==> config.mk <==
export PLATFORM = sky130hd
export DESIGN_NAME = src_skip_repeat
export DESIGN_NICKNAME = d
export VERILOG_FILES = /design/src/src_pkg.sv /design/src/src_skip_decode.sv /design/src/src_counter.sv /design/src/src_skip_repeat.sv
export SDC_FILE = /design/constraint.sdc
export NUM_CORES = 1
export LEC_CHECK = 0
export BUFFER_PORTS_ARGS = -buffer_cell sky130_fd_sc_hd__buf_2
export CAP_MARGIN = 20
export CORE_UTILIZATION = 28
export DETAILED_ROUTE_END_ITERATION = 7
export GPL_TIMING_DRIVEN = 0
export SYNTH_ARGS = -nofsm -noshare
export SYNTH_HDL_FRONTEND = slang
export SYNTH_SLANG_ARGS = --single-unit
==> constraint.sdc <==
create_clock -name MCLK_I -period 3.26 [get_ports MCLK_I]
set_input_delay 0.163 -clock MCLK_I [delete_from_list [all_inputs] [get_ports MCLK_I]]
set_output_delay 0.163 -clock MCLK_I [all_outputs]
set_load 0.02 [all_outputs]
==> src/src_pkg.sv <==
// Package for the skip field decoder and repeat counter.
// Assumes a single processor clock; all widths and codes live here.
package src_pkg;

    // Field and bus widths
    localparam int SKIP_W   = 4;
    localparam int CNT_W    = 4;
    localparam int SBUS_W   = 16;
    localparam int TBUS_W   = 16;

    // Skip field codes
    localparam logic [SKIP_W-1:0] INCREMENT_ONLY_CODE    = 4'h0;
    localparam logic [SKIP_W-1:0] REPEAT_MODE_CODE       = 4'h1;
    localparam logic [SKIP_W-1:0] OVERFLOW_SKIP_CODE     = 4'h5;
    localparam logic [SKIP_W-1:0] RESULT_ZERO_SKIP_CODE  = 4'h7;
    localparam logic [SKIP_W-1:0] TEST_INCREMENT_CODE    = 4'h8;
    localparam logic [SKIP_W-1:0] COUNT_FULL_SKIP_CODE   = 4'h9;
    localparam logic [SKIP_W-1:0] ALWAYS_SKIP_CODE       = 4'he;
    localparam logic [SKIP_W-1:0] NO_OPERATION_CODE      = 4'hf;

    // Reset values and counter constants
    localparam logic [CNT_W-1:0]  CNT_RESET   = 4'h0;
    localparam logic [CNT_W-1:0]  CNT_ONE     = 4'h1;
    localparam logic [CNT_W-1:0]  CNT_FULL    = 4'hf;
    localparam logic              FLAG_RESET  = 1'b0;

    // Synchroniser depth for the second-phase clock pin
    localparam int PHASE_SYNC_STAGES = 2;

endpackage

==> src/src_skip_decode.sv <==
// Skip field decoder: turns the four-bit skip field into a skip
// condition, an increment request and a repeat request.
// Assumes all inputs are stable on the processor clock.
`timescale 1ns/100ps
module src_skip_decode
    import src_pkg::*;
(
    input  wire logic [src_pkg::SKIP_W-1:0] skip_field_i,
    input  wire logic                       overflow_i,
    input  wire logic                       tbus_zero_i,
    input  wire logic                       count_full_i,
    output logic                            skip_cond_o,
    output logic                            inc_req_o,
    output logic                            repeat_req_o
);

    // Condition per code; unlisted codes belong to other decoders
    always_comb
    begin
        skip_cond_o  = 1'b0;
        inc_req_o    = 1'b0;
        repeat_req_o = 1'b0;
        case (skip_field_i)
            OVERFLOW_SKIP_CODE:    skip_cond_o = overflow_i;
            RESULT_ZERO_SKIP_CODE: skip_cond_o = tbus_zero_i;
            ALWAYS_SKIP_CODE:      skip_cond_o = 1'b1;
            REPEAT_MODE_CODE:      repeat_req_o = 1'b1;
            INCREMENT_ONLY_CODE:   inc_req_o = 1'b1;
            COUNT_FULL_SKIP_CODE:  skip_cond_o = count_full_i;
            TEST_INCREMENT_CODE:
            begin
                // Test reads the pre-increment carry
                skip_cond_o = count_full_i;
                inc_req_o   = 1'b1;
            end
            NO_OPERATION_CODE:     skip_cond_o = 1'b0;
            default:               skip_cond_o = 1'b0;
        endcase
    end

endmodule

==> src/src_counter.sv <==
// Repeat counter: four-bit binary counter plus a fifth-bit flag.
// Assumes step_i is a one-cycle pulse marking the second-phase edge.
`timescale 1ns/100ps
module src_counter
    import src_pkg::*;
#(
    parameter int WIDTH = src_pkg::CNT_W
)
(
    input  wire logic             clk_i,
    input  wire logic             rst_n_i,
    input  wire logic             step_i,
    input  wire logic             load_i,
    input  wire logic [WIDTH-1:0] load_data_i,
    input  wire logic             inc_i,
    output logic      [WIDTH-1:0] count_o,
    output logic                  fifth_o,
    output logic                  carry_o
);

    // Carry is true while the low bits are all ones
    assign carry_o = &count_o;

    // Low four bits; load beats increment
    always_ff @(posedge clk_i)
    begin
        if (!rst_n_i)
            count_o <= WIDTH'(CNT_RESET);
        else if (step_i && load_i)
            count_o <= load_data_i;
        else if (step_i && inc_i)
            count_o <= count_o + WIDTH'(CNT_ONE);
    end

    // Fifth bit: set by carry ANDed with increment, cleared by load
    always_ff @(posedge clk_i)
    begin
        if (!rst_n_i)
            fifth_o <= FLAG_RESET;
        else if (step_i && load_i)
            fifth_o <= 1'b0;
        else if (step_i && inc_i && carry_o)
            fifth_o <= 1'b1;
    end

endmodule

==> src/src_skip_repeat.sv <==
// Skip condition logic and repeat counter for a microprogrammed core.
// Assumes microinstruction fields are stable at each second-phase
// falling edge, which marks one microcycle; the phase clock is a pin.
//
// Function
// - Overflow code skips the next microinstruction when the overflow flag is set.
// - Repeat code re-executes the next microinstruction until its own skip holds.
// - Zero-test code skips the next microinstruction when the T-bus is zero.
// - Always-skip code skips the next microinstruction unconditionally.
// - No-operation code causes no skip, repeat or counter action.
// - Counter is four binary bits plus a separate fifth-bit flip-flop.
// - Special counter code loads the counter from S-bus bits 0-3 on phase two.
// - Either increment code adds one on the phase-two edge.
// - Increment at all ones sets the fifth bit via carry and increment.
// - Carry output gives the skip for test-only and test-increment codes.
// - Load with no S-bus source clears the counter.
// - Counter select drives all five counter bits onto S-bus bits 0-4.
// - Test-increment tests the pre-increment count, then increments.
// - A skipped word still drives buses but its decode and stores are inhibited.
// - Test codes look at bits 0-3 only; test-increment also increments.
// - Increment-only code adds one and never skips.
`timescale 1ns/100ps
module src_skip_repeat
    import src_pkg::*;
(
    input  wire logic                       MCLK_I,
    input  wire logic                       RST_N_I,
    input  wire logic                       SECOND_PHASE_CLOCK_I,
    input  wire logic [src_pkg::SKIP_W-1:0] SKIP_FIELD_I,
    input  wire logic                       SPECIAL_COUNTER_I,
    input  wire logic                       SBUS_SEL_COUNTER_I,
    input  wire logic                       SBUS_SEL_NONE_I,
    input  wire logic [src_pkg::SBUS_W-1:0] SBUS_I,
    input  wire logic [src_pkg::TBUS_W-1:0] TBUS_I,
    input  wire logic                       OVERFLOW_FLAG_SIGNAL_I,
    output logic                            SKIP_NEXT_O,
    output logic                            REPEAT_ACTIVE_O,
    output logic [src_pkg::CNT_W:0]         SBUS_COUNT_O,
    output logic                            SBUS_COUNT_EN_O,
    output logic                            MICROCYCLE_O
);

    logic [PHASE_SYNC_STAGES-1:0] phase_sync_r;
    logic                         phase_prev_r;
    logic                         step;
    logic                         skip_r;
    logic                         repeat_r;
    logic                         decode_en;
    logic                         skip_cond;
    logic                         inc_req;
    logic                         repeat_req;
    logic                         count_full;
    logic [CNT_W-1:0]             count;
    logic                         fifth;
    logic                         load;
    logic [CNT_W-1:0]             load_data;
    logic [CNT_W:0]               sbus_count_r;
    logic                         sbus_en_r;
    logic                         step_r;

    // Phase clock comes from a pin, so two stages before any use
    always_ff @(posedge MCLK_I)
    begin
        if (!RST_N_I)
            phase_sync_r <= '0;
        else
            phase_sync_r <= {phase_sync_r[PHASE_SYNC_STAGES-2:0], SECOND_PHASE_CLOCK_I};
    end

    // Edge detector reads only the second stage
    always_ff @(posedge MCLK_I)
    begin
        if (!RST_N_I)
            phase_prev_r <= 1'b0;
        else
            phase_prev_r <= phase_sync_r[PHASE_SYNC_STAGES-1];
    end

    // Falling phase-two edge is the counting edge
    assign step = phase_prev_r & ~phase_sync_r[PHASE_SYNC_STAGES-1];

    // A skipped word's fields go undecoded; buses still flow
    assign decode_en = ~skip_r;

    src_skip_decode u_decode
    (
        .skip_field_i (SKIP_FIELD_I),
        .overflow_i   (OVERFLOW_FLAG_SIGNAL_I),
        .tbus_zero_i  (~|TBUS_I),
        .count_full_i (count_full),
        .skip_cond_o  (skip_cond),
        .inc_req_o    (inc_req),
        .repeat_req_o (repeat_req)
    );

    // Load from the S-bus; no source selected means a clear
    assign load      = decode_en & SPECIAL_COUNTER_I;
    assign load_data = SBUS_SEL_NONE_I ? CNT_RESET : SBUS_I[CNT_W-1:0];

    src_counter #(
        .WIDTH (CNT_W)
    ) u_counter
    (
        .clk_i       (MCLK_I),
        .rst_n_i     (RST_N_I),
        .step_i      (step),
        .load_i      (load),
        .load_data_i (load_data),
        .inc_i       (decode_en & inc_req),
        .count_o     (count),
        .fifth_o     (fifth),
        .carry_o     (count_full)
    );

    // Skip for the following word; in repeat mode the condition
    // ends the loop instead, so the last pass still executes
    always_ff @(posedge MCLK_I)
    begin
        if (!RST_N_I)
            skip_r <= 1'b0;
        else if (step)
            skip_r <= decode_en & ~repeat_r & skip_cond;
    end

    // Repeat mode: armed by the repeat code, dropped when the
    // repeated word's own condition is met
    always_ff @(posedge MCLK_I)
    begin
        if (!RST_N_I)
            repeat_r <= 1'b0;
        else if (step && repeat_r && skip_cond)
            repeat_r <= 1'b0;
        else if (step && decode_en && !repeat_r && repeat_req)
            repeat_r <= 1'b1;
    end

    // Counter readback onto S-bus bits 0-4, one clock behind select
    always_ff @(posedge MCLK_I)
    begin
        if (!RST_N_I)
        begin
            sbus_count_r <= '0;
            sbus_en_r    <= 1'b0;
        end
        else
        begin
            sbus_count_r <= {fifth, count};
            sbus_en_r    <= SBUS_SEL_COUNTER_I;
        end
    end

    // Microcycle marker for the sequencer
    always_ff @(posedge MCLK_I)
    begin
        if (!RST_N_I)
            step_r <= 1'b0;
        else
            step_r <= step;
    end

    assign SKIP_NEXT_O     = skip_r;
    assign REPEAT_ACTIVE_O = repeat_r;
    assign SBUS_COUNT_O    = sbus_count_r;
    assign SBUS_COUNT_EN_O = sbus_en_r;
    assign MICROCYCLE_O    = step_r;

    // Checks on the logic above

    property p_overflow_skip;
        @(posedge MCLK_I) disable iff (!RST_N_I)
        step && !skip_r && !repeat_r && SKIP_FIELD_I == OVERFLOW_SKIP_CODE
        |=> SKIP_NEXT_O == $past(OVERFLOW_FLAG_SIGNAL_I);
    endproperty
    a_overflow_skip: assert property (p_overflow_skip) else $error("overflow skip wrong");

    property p_zero_skip;
        @(posedge MCLK_I) disable iff (!RST_N_I)
        step && !skip_r && !repeat_r && SKIP_FIELD_I == RESULT_ZERO_SKIP_CODE
        |=> SKIP_NEXT_O == ($past(TBUS_I) == '0);
    endproperty
    a_zero_skip: assert property (p_zero_skip) else $error("zero skip wrong");

    property p_always_skip;
        @(posedge MCLK_I) disable iff (!RST_N_I)
        step && !skip_r && !repeat_r && SKIP_FIELD_I == ALWAYS_SKIP_CODE
        |=> SKIP_NEXT_O;
    endproperty
    a_always_skip: assert property (p_always_skip) else $error("unconditional skip missed");

    property p_noop;
        @(posedge MCLK_I) disable iff (!RST_N_I)
        step && SKIP_FIELD_I == NO_OPERATION_CODE && !SPECIAL_COUNTER_I && !repeat_r
        |=> !SKIP_NEXT_O && $stable(count) && $stable(fifth) && !REPEAT_ACTIVE_O;
    endproperty
    a_noop: assert property (p_noop) else $error("no-op field acted");

    property p_load;
        @(posedge MCLK_I) disable iff (!RST_N_I)
        step && !skip_r && SPECIAL_COUNTER_I && !SBUS_SEL_NONE_I
        |=> count == $past(SBUS_I[CNT_W-1:0]) && !fifth;
    endproperty
    a_load: assert property (p_load) else $error("counter load wrong");

    property p_clear;
        @(posedge MCLK_I) disable iff (!RST_N_I)
        step && !skip_r && SPECIAL_COUNTER_I && SBUS_SEL_NONE_I
        |=> count == CNT_RESET && !fifth;
    endproperty
    a_clear: assert property (p_clear) else $error("counter clear wrong");

    property p_increment;
        @(posedge MCLK_I) disable iff (!RST_N_I)
        step && !skip_r && !SPECIAL_COUNTER_I
        && (SKIP_FIELD_I == INCREMENT_ONLY_CODE || SKIP_FIELD_I == TEST_INCREMENT_CODE)
        |=> count == $past(count) + CNT_ONE;
    endproperty
    a_increment: assert property (p_increment) else $error("increment wrong");

    property p_fifth_set;
        @(posedge MCLK_I) disable iff (!RST_N_I)
        step && !skip_r && !SPECIAL_COUNTER_I && count == CNT_FULL
        && (SKIP_FIELD_I == INCREMENT_ONLY_CODE || SKIP_FIELD_I == TEST_INCREMENT_CODE)
        |=> fifth && count == CNT_RESET;
    endproperty
    a_fifth_set: assert property (p_fifth_set) else $error("fifth bit not set");

    property p_test_pre_count;
        @(posedge MCLK_I) disable iff (!RST_N_I)
        step && !skip_r && !repeat_r && !SPECIAL_COUNTER_I
        && SKIP_FIELD_I == TEST_INCREMENT_CODE
        |=> SKIP_NEXT_O == ($past(count) == CNT_FULL);
    endproperty
    a_test_pre_count: assert property (p_test_pre_count) else $error("test used wrong count");

    property p_increment_only_no_skip;
        @(posedge MCLK_I) disable iff (!RST_N_I)
        step && SKIP_FIELD_I == INCREMENT_ONLY_CODE |=> !SKIP_NEXT_O;
    endproperty
    a_increment_only_no_skip: assert property (p_increment_only_no_skip) else $error("increment skipped");

    property p_repeat_start;
        @(posedge MCLK_I) disable iff (!RST_N_I)
        step && !skip_r && !repeat_r && SKIP_FIELD_I == REPEAT_MODE_CODE
        |=> REPEAT_ACTIVE_O && !SKIP_NEXT_O;
    endproperty
    a_repeat_start: assert property (p_repeat_start) else $error("repeat not entered");

    property p_repeat_end;
        @(posedge MCLK_I) disable iff (!RST_N_I)
        step && repeat_r && skip_cond |=> !REPEAT_ACTIVE_O ##1 !REPEAT_ACTIVE_O;
    endproperty
    a_repeat_end: assert property (p_repeat_end) else $error("repeat did not end");

    property p_repeat_hold;
        @(posedge MCLK_I) disable iff (!RST_N_I)
        repeat_r && !(step && skip_cond) |=> REPEAT_ACTIVE_O;
    endproperty
    a_repeat_hold: assert property (p_repeat_hold) else $error("repeat dropped early");

    property p_readback;
        @(posedge MCLK_I) disable iff (!RST_N_I)
        SBUS_SEL_COUNTER_I
        |=> SBUS_COUNT_EN_O && SBUS_COUNT_O == {$past(fifth), $past(count)};
    endproperty
    a_readback: assert property (p_readback) else $error("readback wrong");

    property p_skipped_inert;
        @(posedge MCLK_I) disable iff (!RST_N_I)
        step && skip_r |=> $stable(count) && $stable(fifth) && !SKIP_NEXT_O;
    endproperty
    a_skipped_inert: assert property (p_skipped_inert) else $error("skipped word decoded");

    property p_count_hold;
        @(posedge MCLK_I) disable iff (!RST_N_I)
        !step |=> $stable(count) && $stable(fifth) && $stable(skip_r);
    endproperty
    a_count_hold: assert property (p_count_hold) else $error("state moved off edge");

    // Marker pulse trails the internal step by exactly one clock
    property p_microcycle;
        @(posedge MCLK_I) disable iff (!RST_N_I)
        1'b1 |=> MICROCYCLE_O == $past(step);
    endproperty
    a_microcycle: assert property (p_microcycle) else $error("microcycle marker wrong");

    // Test-only code: skip on full low bits, counter left alone
    property p_count_full_skip;
        @(posedge MCLK_I) disable iff (!RST_N_I)
        step && !skip_r && !repeat_r && !SPECIAL_COUNTER_I && SKIP_FIELD_I == COUNT_FULL_SKIP_CODE
        |=> SKIP_NEXT_O == ($past(count) == CNT_FULL) && $stable(count) && $stable(fifth);
    endproperty
    a_count_full_skip: assert property (p_count_full_skip) else $error("count test wrong");

    // Fifth bit set must not fake a full count
    property p_fifth_ignored;
        @(posedge MCLK_I) disable iff (!RST_N_I)
        step && !skip_r && !repeat_r && SKIP_FIELD_I == COUNT_FULL_SKIP_CODE && fifth && count != CNT_FULL
        |=> !SKIP_NEXT_O;
    endproperty
    a_fifth_ignored: assert property (p_fifth_ignored) else $error("fifth bit tested");

    // Only an increment from a full count may raise the fifth bit
    property p_fifth_quiet;
        @(posedge MCLK_I) disable iff (!RST_N_I)
        step && !skip_r && !fifth && count != CNT_FULL |=> !fifth;
    endproperty
    a_fifth_quiet: assert property (p_fifth_quiet) else $error("fifth bit set early");

endmodule

==> results.md <==
- Yosys warning total: 0
- Worst EP arrival: 1.66 ns
- CTS Sinks: 17
- Power Dens Cells: 362 nW/um^2
- Final Hold Fails: 0
- Final core utilization: 40.2%
- Max_cap viols: 0
- Total Power: 364 uW
- R2r worst-path depth: 4
- Post-synth ARST share: 0%
- Top cells by count, synth: 17 x dfxtp_1, 10 x and2_1, 6 x nor2b_1, 6 x o21ai_0
- WL final: 1.48 mm
- Rows: 18
- Fin worst setup slack: 1.78 ns
- Drt first pass iters: 4
- Filler cell count: 265
- CTS Buffer Depth: 2
- DP Worst Slack: 1.76 ns
- Number of CTS-inserted buffers: 3
- First-pass GRT wire length: 2.39 mm
- Count leader, synth: dfxtp_1
- Number of synthesized flops with an enable pin: 0
- Crit. End Element: register
- CTS Hold Bufs: 0
- Number of top-level pins: 52
- Clk_lat worst skew: 0.29 ns
- Port bufs: 39
- Yosys reg bits: 17
- Mapped Cells: 76
- CTS clk-pin slew, worst paths: 0.09 ns
- Min cycle time layout: 1.48 ns
- Post-Route Skew: 0.00653 ns
- Final #Nets: 164
- Hold WS: 0.0808 ns
- Max Slew Vio Count: 0
- Chip Width: 53.7 microns
- Postcts setup bufs: 0
- Core area: 2500 sq um
- Vias: 699
- Final Cycle Share: 45.5%
- Hold Crit Depth: 2
- Worst-Margin Slew: 0.319 ns
- Critical path required time: 3.43 ns
- Avg WL per Cell: 9.94 microns
- Synthesized area: 747 sq um
- Pin count of the biggest net entering global routing: 11
- Area leader, netlist: dfxtp_1
- Share of layout cells above drive strength 1: 39.5%
- Die height: 53.7 microns
- Avg Inst Size Synth: 9.83 sq um
- CTS resizes: 0
- Initial antenna violation count: 0
- Main flop type after synthesis: dfxtp_1
- VDD IR max: 294 uV
- Worst Hold Class: primary input to register
- Synth top area share: 45.6%
- H-tree levels: 1
- Area grow syn2layout: 34.7%
- Post-DR vias/cell: 4.69
- ANT cells: 0
- Vias in the first global route: 581
- Root Driver: clkbuf_4
- DRC: 0
- Setup TNS: 0 ns
- Critical-path maximum fanout: 5
- Crit path launch type: register
- Outcome: completed
- Seq/Total Area, Yosys: 45.6%
- Initial core utilization: 29.9%
- Gpl congestion: 0.724
- Max_slew headroom: 78.7%
- Cell chain of the critical path: or3b_4 > nor3_2 > mux2i_1 > a21oi_1
- Total GRT Usage: 11.8%
- P_leak: 0.430 nW
- Syn_nets: 120
- RSZ-0062 raised after global routing: no
- Setup violators final: 0
- Slowest CP cell: or3b_4
- Crit path kind: register to register
- TritonCTS clock tree: done
- Congestion Overflow GR: 0
- Die area: 2880 sq um
- Hpwl dp: 1.21 mm
- Fmax: 0.674 GHz
- Antenna violation net count after detailed routing: 0
- Initial DRC count: 14
- Distinct cells, synth: 30
- Delay of the slowest critical-path stage: 0.44 ns
- Largest cells by area after synthesis: dfxtp_1 46%, and2_1 8.4%, nor2b_1 5.0%
## cell families (layout without fill, tap and decap cells)
| logic type | Yosys count | after routing | share of synthesized area (%) |
|---|---|---|---|
| AOI/OAI and AO/OA | 15 | 15 | 12.2 |
| xor gates and xnor gates | 3 | 3 | 3.52 |
| adders and majority gates | 1 | 1 | 1.67 |
| buffers and inverters | 1 | 44 | 0.502 |
| DFF | 17 | 17 | 45.6 |
| muxes | 1 | 1 | 1.34 |
| and+or+nand+nor | 38 | 38 | 35.2 |
## worst max-delay path: cells and delay by family, from the launching register on
family	cells	cell delay, ns
mux	1	0.23
compound gates	1	0.08
simple gates	2	0.74
flops	1	0.34
## sequential cells by signal, indices dropped and copies added (netlist names)
| name | cells |
|---|---|
| phase_prev_r | 1 |
| u_counter.count_o | 4 |
| REPEAT_ACTIVE_O | 1 |
| u_counter.fifth_o | 1 |
| MICROCYCLE_O | 1 |
| phase_sync_r | 2 |
| SKIP_NEXT_O | 1 |
| SBUS_COUNT_EN_O | 1 |
| SBUS_COUNT_O | 5 |
## layout by cell type, fill, tap and decap left out, types with 2 or more instances in the layout
cell type   n
a21oi_1     4
clkbuf_4    3
and2_1     10
nor4_1      4
dfxtp_1    17
xnor2_1     3
o21ai_0     6
nand4b_1    2
buf_2      39
clkbuf_1    2
nand3_1     3
nor2b_1     6
## through the flow
stage | cell area [sq um] | std cells
final | 1010 | 149
after global routing | 1010 | 149
after CTS | 1010 | 149
after detailed placement | 980 | 145
after global placement | 980 | 145
after floorplan | 747 | 76
## path summary, 6_finish.rpt
path | start | endpoint | slack, ns
setup / recovery | SKIP_NEXT_O | u_counter.count_o[1] | 1.78
hold / removal | SBUS_SEL_COUNTER_I | SBUS_COUNT_EN_O | 0.08
setup reg to reg | SKIP_NEXT_O | u_counter.count_o[1] | 1.78
hold reg to reg | phase_sync_r[0] | phase_sync_r[1] | 0.44
## power breakdown
part / total (mW) / internal [mW] / switching (mW) / leakage [nW]
clock network: 0.110 / 0.0475 / 0.0620 / 0.0150
logic: 0.0408 / 0.0223 / 0.0186 / 0.277
registers: 0.214 / 0.212 / 0.00203 / 0.138
total: 0.364 / 0.281 / 0.0826 / 0.430
## per-layer routing
metal,wire length (microns),global-route usage (%),share of wire (%),vias up
met5,0,0,0,-
met2,756,21.5,51,22
met3,108,5.93,7.3,0
met4,0,2.63,0,0
met1,616,11.9,42,311
li1,-,-,-,366
## layout make-up
type                            instances  area [sq um]  share of cell area, %
Multi-Input combinational cell         58           403                   40.0
Buffer                                  1          3.75                  0.373
Tap cell                               30          37.5                   3.73
Sequential cell                        17           340                   33.8
Timing Repair Buffer                   39           195                   19.4
Clock buffer                            4          26.3                   2.61
No activity file was read; power rests on OpenSTA's default activity.
